$ cat src/hdl/grsa_consts.svh
`ifndef GRSA_CONSTS_SVH
`define GRSA_CONSTS_SVH

// ---------------------------------------------------------------
// register map (byte addresses, one 32-bit word each)
// ---------------------------------------------------------------
`define GRSA_OFS_CTRL 12'h000
`define GRSA_OFS_CONFIG 12'h004
`define GRSA_OFS_STATUS 12'h008
`define GRSA_OFS_PEERMAP 12'h00c

// ---------------------------------------------------------------
// field positions
// ---------------------------------------------------------------
`define GRSA_CTRL_RUN_BIT 0
`define GRSA_CFG_ASSIGN_LSB 0
`define GRSA_CFG_GROUP_LSB 8

// ---------------------------------------------------------------
// setting ranges and reset values
// ---------------------------------------------------------------
`define GRSA_ASSIGN_RESET 5'h01
`define GRSA_ASSIGN_MIN 5'h01
`define GRSA_ASSIGN_MIN_COMBINED 5'h0c
`define GRSA_ASSIGN_MAX 5'h1a
`define GRSA_GROUP_RESET 5'h00
`define GRSA_GROUP_MAX 5'h10
`define GRSA_RUN_STOP_CODES {5'h0d, 5'h0e, 5'h0f, 5'h11, 5'h12, 5'h13, 5'h17}

// ---------------------------------------------------------------
// menu block numbers
// ---------------------------------------------------------------
`define GRSA_BLOCK_FIRST 7'h0a
`define GRSA_BLOCK_ASSIGN 7'h17
`define GRSA_BLOCK_GROUP 7'h37
`define GRSA_BLOCK_MIN 7'h01
`define GRSA_BLOCK_MAX 7'h63

// ---------------------------------------------------------------
// timing and link size
// ---------------------------------------------------------------
`define GRSA_SYS_CLK_HZ 200000000
`define GRSA_HOLD_TIME_S 2
`define GRSA_IDLE_TIME_MIN 1
`define GRSA_PEERS_MAX 32

`endif

$ cat src/hdl/grsa_pkg.sv
package grsa_pkg;

   typedef enum logic [4:0] {
      MENU_MONITOR = 5'b00001,
      MENU_HOLD = 5'b00010,
      MENU_BLOCK = 5'b00100,
      MENU_ASSIGN = 5'b01000,
      MENU_GROUP = 5'b10000
   } grsa_menu_t;

   typedef enum logic [1:0] {
      MSG_KEY_STOP = 2'h0,
      MSG_KEY_RUN = 2'h1,
      MSG_INPUT = 2'h2
   } grsa_kind_t;

   typedef struct packed {
      logic [4:0] addr;
      logic [4:0] group;
      grsa_kind_t kind;
      logic input_stop;
   } grsa_msg_t;

   typedef struct packed {
      logic stop_indicator;
      logic key_stop_indicator;
      logic input_stop_indicator;
      logic group_input_stop_indicator;
   } grsa_ind_t;

   typedef struct packed {
      logic shift;
      logic set;
      logic up;
      logic down;
   } grsa_keys_t;

endpackage

$ cat src/hdl/grsa_arbiter.sv
// Register access over APB and the register addresses were left to the implementer.
`timescale 1ns/10ps
`include "grsa_consts.svh"
// Notes on behaviour
// run needs both key selection and contact
// stop indicator chosen by stop cause
// peer contact stop forces group stop
// contact control only for listed codes
// assignment 1..26, combined variant 12..26; reset loads 1 in either variant
// group number 0..16, reset 0
// group zero neither sends nor follows
// one idle minute discards edit
// two second shift+set enters, block 10
// set commits; assign returns, group advances
// assignment at block 23, group 55
// operator stops before changing settings
// contact group control needs combined variant
// one contact controller per group advised
// any stop stops all, run unless contact
// at most 32 controllers on link
// peer changes applied only on group match
module grsa_arbiter #(
   parameter longint unsigned HOLD_CYCLES = 64'(`GRSA_HOLD_TIME_S) * `GRSA_SYS_CLK_HZ,
   parameter longint unsigned IDLE_CYCLES = 64'(`GRSA_IDLE_TIME_MIN) * 60 * `GRSA_SYS_CLK_HZ
) (
   input wire logic sys_clk,
   input wire logic srst,
   input wire logic psel,
   input wire logic penable,
   input wire logic pwrite,
   input wire logic [11:0] paddr,
   input wire logic [31:0] pwdata,
   output logic [31:0] prdata,
   output logic pready,
   output logic pslverr,
   input wire grsa_pkg::grsa_keys_t keys_pin,
   input wire logic contact_input,
   input wire logic variant_combined,
   input wire logic [4:0] own_addr,
   input wire logic rx_valid,
   input wire grsa_pkg::grsa_msg_t rx_msg,
   output logic tx_valid,
   output grsa_pkg::grsa_msg_t tx_msg,
   output logic run_state,
   output grsa_pkg::grsa_ind_t indicator,
   output grsa_pkg::grsa_menu_t menu_state,
   output logic [6:0] block_num,
   output logic [4:0] edit_value
);
   import grsa_pkg::*;

   // ---------------------------------------------------------------
   // helpers
   // ---------------------------------------------------------------
   function automatic logic is_run_stop_code(input logic [4:0] code);
      logic [34:0] codes;
      logic hit;
      codes = `GRSA_RUN_STOP_CODES;
      hit = 1'b0;
      for (int i = 0; i < 7; i++) begin
         if (code == codes[5*i +: 5]) hit = 1'b1;
      end
      return hit;
   endfunction

   function automatic logic [4:0] assign_min(input logic combined);
      return combined ? `GRSA_ASSIGN_MIN_COMBINED : `GRSA_ASSIGN_MIN;
   endfunction

   function automatic logic assign_ok(input logic [4:0] code, input logic combined);
      return (code >= assign_min(combined)) && (code <= `GRSA_ASSIGN_MAX);
   endfunction

   // ---------------------------------------------------------------
   // pin synchronisers
   // ---------------------------------------------------------------
   logic [5:0] pin_s1_reg;
   logic [5:0] pin_s2_reg;
   grsa_keys_t keys_now;
   grsa_keys_t keys_prev_reg;
   grsa_keys_t press;
   logic contact_run;
   logic variant_reg;

   // not reset: the strap capture below must see the live pin while srst is high
   always_ff @(posedge sys_clk) begin
      pin_s1_reg <= {variant_combined, contact_input, keys_pin};
      pin_s2_reg <= pin_s1_reg;
   end

   assign keys_now = grsa_keys_t'(pin_s2_reg[3:0]);
   assign contact_run = pin_s2_reg[4];
   assign press = keys_now & ~keys_prev_reg;

   always_ff @(posedge sys_clk) begin
      if (srst) begin
         keys_prev_reg <= '0;
      end else begin
         keys_prev_reg <= keys_now;
      end
   end

   // strap kept following the pin during reset, frozen after release
   always_ff @(posedge sys_clk) begin
      if (srst) begin
         variant_reg <= pin_s2_reg[5];
      end
   end

   // ---------------------------------------------------------------
   // apb decode
   // ---------------------------------------------------------------
   logic apb_setup;
   logic apb_wr;
   logic hit_ctrl;
   logic hit_cfg;
   logic hit_status;
   logic hit_peer;
   logic mapped;

   assign hit_ctrl = (paddr == `GRSA_OFS_CTRL);
   assign hit_cfg = (paddr == `GRSA_OFS_CONFIG);
   assign hit_status = (paddr == `GRSA_OFS_STATUS);
   assign hit_peer = (paddr == `GRSA_OFS_PEERMAP);
   assign mapped = hit_ctrl | hit_cfg | hit_status | hit_peer;
   assign apb_setup = psel && !penable;
   assign apb_wr = psel && penable && pwrite && mapped;
   assign pready = 1'b1;
   assign pslverr = psel && penable && !mapped;

   // ---------------------------------------------------------------
   // settings
   // ---------------------------------------------------------------
   logic [4:0] assign_reg;
   logic [4:0] group_reg;
   logic menu_commit_assign;
   logic menu_commit_group;
   logic [4:0] wr_assign;
   logic [4:0] wr_group;
   logic di_active;
   logic group_en;

   assign wr_assign = pwdata[`GRSA_CFG_ASSIGN_LSB +: 5];
   assign wr_group = pwdata[`GRSA_CFG_GROUP_LSB +: 5];

   // assignment lives at block 23; writes outside the variant's range are dropped
   always_ff @(posedge sys_clk) begin
      if (srst) begin
         assign_reg <= `GRSA_ASSIGN_RESET;
      end else if (menu_commit_assign) begin
         assign_reg <= edit_value;
      end else if (apb_wr && hit_cfg && assign_ok(wr_assign, variant_reg)) begin
         assign_reg <= wr_assign;
      end
   end

   always_ff @(posedge sys_clk) begin
      if (srst) begin
         group_reg <= `GRSA_GROUP_RESET;
      end else if (menu_commit_group) begin
         group_reg <= edit_value;
      end else if (apb_wr && hit_cfg && wr_group <= `GRSA_GROUP_MAX) begin
         group_reg <= wr_group;
      end
   end

   assign di_active = variant_reg && is_run_stop_code(assign_reg);
   assign group_en = (group_reg != 5'h00);

   // ---------------------------------------------------------------
   // run/stop arbitration
   // ---------------------------------------------------------------
   logic key_run_reg;
   logic local_cmd;
   logic peer_match;
   logic [31:0] peer_stop_reg;
   logic local_in_stop;
   logic group_stop;
   logic run_next;

   assign local_cmd = apb_wr && hit_ctrl;
   // a peer counts only with the same nonzero group and another address
   assign peer_match = rx_valid && group_en && (rx_msg.group == group_reg)
                       && (rx_msg.addr != own_addr);

   // local command wins over a peer message landing in the same cycle
   always_ff @(posedge sys_clk) begin
      if (srst) begin
         key_run_reg <= 1'b0;
      end else if (local_cmd) begin
         key_run_reg <= pwdata[`GRSA_CTRL_RUN_BIT];
      end else if (peer_match && rx_msg.kind != MSG_INPUT) begin
         key_run_reg <= (rx_msg.kind == MSG_KEY_RUN);
      end
   end

   // one bit per link address, so 32 controllers is the hard limit
   always_ff @(posedge sys_clk) begin
      if (srst || !group_en) begin
         peer_stop_reg <= 32'h0000_0000;
      end else if (rx_valid && rx_msg.kind == MSG_INPUT) begin
         peer_stop_reg[rx_msg.addr] <= peer_match && rx_msg.input_stop;
      end
   end

   assign local_in_stop = di_active && !contact_run;
   assign group_stop = group_en && (|peer_stop_reg);
   assign run_next = key_run_reg && !local_in_stop && !group_stop;

   always_ff @(posedge sys_clk) begin
      if (srst) begin
         run_state <= 1'b0;
      end else begin
         run_state <= run_next;
      end
   end

   // exactly one indicator while stopped, none while running
   always_ff @(posedge sys_clk) begin
      if (srst) begin
         indicator <= '0;
      end else begin
         indicator.stop_indicator <= !key_run_reg && local_in_stop;
         indicator.key_stop_indicator <= !key_run_reg && !local_in_stop;
         indicator.input_stop_indicator <= key_run_reg && local_in_stop;
         indicator.group_input_stop_indicator <= run_next ? 1'b0 :
            (key_run_reg && !local_in_stop);
      end
   end

   // ---------------------------------------------------------------
   // link transmit
   // ---------------------------------------------------------------
   logic in_stop_prev_reg;
   logic in_pending_reg;
   logic send_input;

   assign send_input = in_pending_reg && !local_cmd;

   always_ff @(posedge sys_clk) begin
      if (srst) begin
         in_stop_prev_reg <= 1'b0;
      end else begin
         in_stop_prev_reg <= local_in_stop;
      end
   end

   // a contact change seen while a key message goes out waits one slot
   always_ff @(posedge sys_clk) begin
      if (srst) begin
         in_pending_reg <= 1'b0;
      end else begin
         in_pending_reg <= (local_in_stop != in_stop_prev_reg) || (in_pending_reg && !send_input);
      end
   end

   always_ff @(posedge sys_clk) begin
      if (srst) begin
         tx_valid <= 1'b0;
         tx_msg <= '0;
      end else begin
         tx_valid <= group_en && (local_cmd || send_input);
         tx_msg.addr <= own_addr;
         tx_msg.group <= group_reg;
         tx_msg.kind <= local_cmd ? (pwdata[`GRSA_CTRL_RUN_BIT] ? MSG_KEY_RUN : MSG_KEY_STOP)
                                  : MSG_INPUT;
         tx_msg.input_stop <= local_in_stop;
      end
   end

   // ---------------------------------------------------------------
   // front panel menu
   // ---------------------------------------------------------------
   logic hold_restart;
   logic hold_done;
   logic idle_restart;
   logic idle_done;
   logic both_held;
   logic editing;
   logic [4:0] edit_lo;
   logic [4:0] edit_hi;

   assign both_held = keys_now.shift && keys_now.set;
   assign editing = (menu_state == MENU_ASSIGN) || (menu_state == MENU_GROUP);
   assign hold_restart = !(menu_state == MENU_HOLD && both_held);
   assign idle_restart = !editing || (|press);
   assign edit_lo = (menu_state == MENU_ASSIGN) ? assign_min(variant_reg) : 5'h00;
   assign edit_hi = (menu_state == MENU_ASSIGN) ? `GRSA_ASSIGN_MAX : `GRSA_GROUP_MAX;
   assign menu_commit_assign = (menu_state == MENU_ASSIGN) && press.set;
   assign menu_commit_group = (menu_state == MENU_GROUP) && press.set;

   grsa_timer #(.W(40)) hold_timer (
      .sys_clk(sys_clk),
      .srst(srst),
      .restart(hold_restart),
      .limit(40'(HOLD_CYCLES)),
      .expired(hold_done)
   );

   grsa_timer #(.W(40)) idle_timer (
      .sys_clk(sys_clk),
      .srst(srst),
      .restart(idle_restart),
      .limit(40'(IDLE_CYCLES)),
      .expired(idle_done)
   );

   always_ff @(posedge sys_clk) begin
      if (srst) begin
         menu_state <= MENU_MONITOR;
         block_num <= `GRSA_BLOCK_FIRST;
         edit_value <= 5'h00;
      end else begin
         unique case (menu_state)
            MENU_MONITOR: begin
               if (both_held) menu_state <= MENU_HOLD;
            end
            MENU_HOLD: begin
               if (!both_held) begin
                  menu_state <= MENU_MONITOR;
               end else if (hold_done) begin
                  menu_state <= MENU_BLOCK;
                  block_num <= `GRSA_BLOCK_FIRST;
               end
            end
            MENU_BLOCK: begin
               if (press.set && keys_now.shift) begin
                  menu_state <= MENU_MONITOR;
               end else if (press.set && block_num == `GRSA_BLOCK_ASSIGN) begin
                  menu_state <= MENU_ASSIGN;
                  edit_value <= assign_reg;
               end else if (press.set && block_num == `GRSA_BLOCK_GROUP) begin
                  menu_state <= MENU_GROUP;
                  edit_value <= group_reg;
               end else if (press.up && block_num != `GRSA_BLOCK_MAX) begin
                  block_num <= block_num + 7'h01;
               end else if (press.down && block_num != `GRSA_BLOCK_MIN) begin
                  block_num <= block_num - 7'h01;
               end
            end
            MENU_ASSIGN, MENU_GROUP: begin
               if (idle_done) begin
                  menu_state <= MENU_MONITOR;
               end else if (press.set) begin
                  menu_state <= MENU_BLOCK;
                  block_num <= (menu_state == MENU_ASSIGN) ? `GRSA_BLOCK_ASSIGN
                                                           : `GRSA_BLOCK_GROUP + 7'h01;
               end else if (press.up && edit_value < edit_hi) begin
                  edit_value <= edit_value + 5'h01;
               end else if (press.down && edit_value > edit_lo) begin
                  edit_value <= edit_value - 5'h01;
               end
            end
            default: begin
               menu_state <= MENU_MONITOR;
            end
         endcase
      end
   end

   // ---------------------------------------------------------------
   // read data, latched in the setup phase
   // ---------------------------------------------------------------
   always_ff @(posedge sys_clk) begin
      if (srst) begin
         prdata <= 32'h0000_0000;
      end else if (apb_setup && !pwrite) begin
         prdata <= 32'h0000_0000;
         if (hit_ctrl) prdata[`GRSA_CTRL_RUN_BIT] <= key_run_reg;
         if (hit_cfg) begin
            prdata[`GRSA_CFG_ASSIGN_LSB +: 5] <= assign_reg;
            prdata[`GRSA_CFG_GROUP_LSB +: 5] <= group_reg;
         end
         if (hit_status) begin
            prdata[0] <= run_state;
            prdata[4:1] <= indicator;
            prdata[5] <= di_active;
            prdata[6] <= contact_run;
            prdata[7] <= variant_reg;
            prdata[12:8] <= menu_state;
            prdata[22:16] <= block_num;
         end
         if (hit_peer) prdata <= peer_stop_reg;
      end
   end
endmodule

$ cat src/hdl/grsa_timer.sv
`timescale 1ns/10ps
module grsa_timer #(
   parameter int W = 40
) (
   input wire logic sys_clk,
   input wire logic srst,
   input wire logic restart,
   input wire logic [W-1:0] limit,
   output logic expired
);
   logic [W-1:0] count_reg;

   // counts while not restarted; saturates at the limit so expired stays a level
   always_ff @(posedge sys_clk) begin
      if (srst || restart) begin
         count_reg <= '0;
      end else if (count_reg != limit) begin
         count_reg <= count_reg + 1'b1;
      end
   end

   assign expired = (count_reg == limit) && !restart;
endmodule

$ cat config.mk
export PLATFORM = sky130hd
export DESIGN_NAME = grsa_arbiter
export DESIGN_NICKNAME = d
export VERILOG_FILES = /design/src/hdl/grsa_pkg.sv /design/src/hdl/grsa_arbiter.sv /design/src/hdl/grsa_timer.sv
export VERILOG_INCLUDE_DIRS = /design/src /design/src/hdl
export SDC_FILE = /design/constraint.sdc
export NUM_CORES = 1
export LEC_CHECK = 0
export BUFFER_PORTS_ARGS = -buffer_cell sky130_fd_sc_hd__buf_4
export CAP_MARGIN = 20
export CORE_MARGIN = 2
export CORE_UTILIZATION = 40
export CTS_BUF_LIST = sky130_fd_sc_hd__clkbuf_4 sky130_fd_sc_hd__clkbuf_8
export DETAILED_ROUTE_END_ITERATION = 10
export PLACE_DENSITY = 0.67
export SKIP_CTS_REPAIR_TIMING = 1
export SLEW_MARGIN = 20
export SYNTH_ARGS = -nofsm -noshare
export SYNTH_HDL_FRONTEND = slang
export SYNTH_HIERARCHICAL = 1
export SYNTH_SLANG_ARGS = --single-unit
$ cat constraint.sdc
create_clock -name sys_clk -period 11.06 [get_ports sys_clk]
set_input_delay 2.212 -clock sys_clk [delete_from_list [all_inputs] [get_ports sys_clk]]
set_output_delay 2.212 -clock sys_clk [all_outputs]
set_load 0.02 [all_outputs]
==> results.cfg <==
[floorplanning]
placement_rows = 61
die_y_microns = 170.6
design.core.area_sq_mm = 0.02755
floorplan.die_area_sq_mm = 0.02912
i_o_pins = 144
die_w_microns = 170.6
starting_utilization_of_the_core_area_pct = 40.32

[worst_setup_path]
setup.worst_path.start_class = input port
crit_required_ns = 8.85
worst-path-max-fanout = 6
cp-end-kind = primary output
arrival_ns = 3.36
worstSetupPathType = input port to primary output

[clock_tree]
cts.sinks = 209
ctsRootBufferMaster = sky130_fd_sc_hd__clkbuf_8
cts_inserted_buffers = 37
worstSkewPairLatency_ns = 0.53
max-clock-path-buffers = 3
cts_max_level = 2
cts_tree = yes
clkSlewWorstSetupHoldPaths_ns = 0.05

[power]
leakagePower_nw = 4.757
power_per_cell_area_mw_per_mm2 = 123.8
vdd.ir_drop.worst_v = 0.00007872
p_total_mw = 1.637

[yosys]
synthesized_flop_and_latch_total = 209
ys.flop_type = sky130_fd_sc_hd__dfxtp_1
netlist-cell-type-count = 81
yosysWarnings = 6
post_synthesis_sequential_area_ratio_pct = 37.76
post_synth_instance_area_sq_mm = 0.01111
synthesis.instances = 1348
synth_async_sr_flop_share_pct = 0
synth_edf_count = 1
post_synth.cell_area_avg_sq_um = 8.240

[place]
place.detailed.hpwl_microns = 21970
place.port_buffers = 120
gp_congestion = 0.8426

[cells_and_area]
num-nets-final = 1596
ff_latch_area_sq_mm = 0.004194
multiInputGateArea_sq_mm = 0.006731
ratio_of_cells_with_drive_above_1_in_the_final_layout_pct = 15.04
syn_to_final_growth_pct = 19.06
ant_cells = 0
nFillCells = 2661

[drt]
via_count = 10480
finalWirelength_microns = 31430
dr.pass1.iters = 5
drtIter0Drc = 584
route.detailed.vias_per_inst = 5.496
drc_errors = 0
wl_per_cell_microns = 16.48
ant_nets = 0

[sta]
final_cycle_utilization_of_the_critical_path_pct = 50.35
worst-slew-pin-transition_ns = 1.000
clock_skew_ns = 0.01640
fin_crit_period_ns = 5.569
max_slew_margin_pct = 33.08
final-setup-viol-count = 0
number_of_hold_slack_violations_in_the_final_timing_report = 0
maxClockFrequency_mhz = 179.6
unrepaired_setup_endpoints_after_global_routing = no
final.setup.tns_ns = 0
drv_slew = 0

[global_routing]
global_route.usage.met2_pct = 36.60
grt_util_all_layers_pct = 21.53
globalRouteMet1Util_pct = 27.52
global_route.peak_usage_layer = met2
grt_antenna_before_repair = 0
grt_start_max_net_pins = 75
number_of_global_route_vias_before_repair = 9938
use_met3_pct = 3.585
global_route.overflow_total = 0
grt_first_pass_wirelength_microns = 50970

[run]
drv_cap = 0

[hold_path]
timing.hold.worst.class = flip-flop to flip-flop

[run_status]
status = finished, final reports clean
cells in the mapped netlist (3+ instances only):
cell | count | area, sq um
sky130_fd_sc_hd__a211oi_1 | 13 | 97.59
sky130_fd_sc_hd__a21o_1 | 9 | 67.56
sky130_fd_sc_hd__a21oi_1 | 129 | 645.6
sky130_fd_sc_hd__a221oi_1 | 19 | 166.4
sky130_fd_sc_hd__a22oi_1 | 4 | 30.03
sky130_fd_sc_hd__a31o_2 | 4 | 35.03
sky130_fd_sc_hd__a31oi_1 | 4 | 25.02
sky130_fd_sc_hd__and2_1 | 8 | 50.05
sky130_fd_sc_hd__and3_1 | 21 | 131.4
sky130_fd_sc_hd__and4_1 | 5 | 43.79
sky130_fd_sc_hd__buf_1 | 4 | 15.01
sky130_fd_sc_hd__buf_2 | 13 | 65.06
sky130_fd_sc_hd__buf_4 | 4 | 30.03
sky130_fd_sc_hd__clkbuf_1 | 68 | 255.2
sky130_fd_sc_hd__dfxtp_1 | 208 | 4164
sky130_fd_sc_hd__ha_1 | 15 | 187.7
sky130_fd_sc_hd__inv_1 | 27 | 101.4
sky130_fd_sc_hd__mux2i_1 | 27 | 270.3
sky130_fd_sc_hd__nand2_1 | 107 | 401.6
sky130_fd_sc_hd__nand2b_1 | 6 | 37.54
sky130_fd_sc_hd__nand3_1 | 68 | 340.3
sky130_fd_sc_hd__nand4_1 | 66 | 412.9
sky130_fd_sc_hd__nand4b_1 | 3 | 26.28
sky130_fd_sc_hd__nor2_1 | 73 | 274.0
sky130_fd_sc_hd__nor2b_1 | 19 | 118.9
sky130_fd_sc_hd__nor3_1 | 24 | 120.1
sky130_fd_sc_hd__nor3b_1 | 9 | 67.56
sky130_fd_sc_hd__nor4_1 | 32 | 200.2
sky130_fd_sc_hd__o211ai_1 | 8 | 60.06
sky130_fd_sc_hd__o21a_1 | 5 | 37.54
sky130_fd_sc_hd__o21ai_0 | 73 | 365.4
sky130_fd_sc_hd__o22ai_1 | 5 | 31.28
sky130_fd_sc_hd__o31a_1 | 6 | 52.55
sky130_fd_sc_hd__o31ai_1 | 19 | 142.6
sky130_fd_sc_hd__o32ai_1 | 3 | 26.28
sky130_fd_sc_hd__o41ai_1 | 3 | 26.28
sky130_fd_sc_hd__or2_2 | 8 | 50.05
sky130_fd_sc_hd__or3_1 | 45 | 281.5
sky130_fd_sc_hd__or3b_2 | 3 | 26.28
sky130_fd_sc_hd__or4_1 | 27 | 202.7
sky130_fd_sc_hd__or4b_1 | 3 | 30.03
sky130_fd_sc_hd__xnor2_1 | 58 | 508.0
sky130_fd_sc_hd__xor2_1 | 41 | 359.1
report_power, final:
group	total (mW)	switching (mW)	internal, mW
logic	0.132	0.0782	0.0537
clock network	0.726	0.317	0.409
registers	0.779	0.0136	0.765
final timing paths:
path,startpoint,to,slack [ns],cells past startpoint
min,pin_s1_reg[4],pin_s2_reg[4],0.33,0
max reg2reg,menu_state[0],edit_value[4],6.86,13
min reg2reg,pin_s1_reg[4],pin_s2_reg[4],0.33,0
max,paddr[11],pslverr,5.49,5
cells by family after synthesis:
logic type | synth area share [%]
other cells | 0.06761
compound gates | 17.88
flops | 37.76
buf+inv | 4.438
mux | 2.636
simple gates | 27.55
xor+xnor | 7.806
fa+ha+maj | 1.870
critical path, stage by stage:
cell	delay [ns]
sky130_fd_sc_hd__buf_4	0.11
sky130_fd_sc_hd__nor4_1	0.32
sky130_fd_sc_hd__nand3_1	0.29
sky130_fd_sc_hd__and3_1	0.27
sky130_fd_sc_hd__buf_4	0.15
metal layers:
metal	up-vias	share of wire, %
met2	267	48
met1	4937	45
li1	5205	-
met3	71	5.0
met4	0	2.8
met5	-	0
layout make-up:
cell class	count	area share, %
sequential	209	31.71
clock buffer	59	5.430
clock inverter	3	0.1514
multi-input combinational	1099	50.90
timing repair buffer	131	7.436
inverter	28	0.7947
tap	378	3.576
layout by cell type (no fill, tap or decap), drive strengths merged, types with 58 or more instances in the layout:
cell type and instances:
xnor2 58, conb 81, nand2 107, a21oi 130
nand4 67, dfxtp 208, buf 131, o21ai 75
nand3 69, nor2 73, clkbuf 59
metrics by stage:
step / setup WS, ns / area, sq um / hold WS [ns] / instances / util, %
after global routing: 5.407 / 13230 / 0.3335 / 1907 / 48.00
after CTS: 5.451 / 13220 / 0.3263 / 1907 / 47.99
after global placement: 5.447 / 12480 / 0.3140 / 1845 / 45.31
after detailed placement: 5.464 / 12480 / 0.3121 / 1845 / 45.31
final: 5.491 / 13230 / 0.3263 / 1907 / 48.00
after floorplan: 5.845 / 11400 / 0.3096 / 1427 / -
Power figures use the tool's default switching activity.
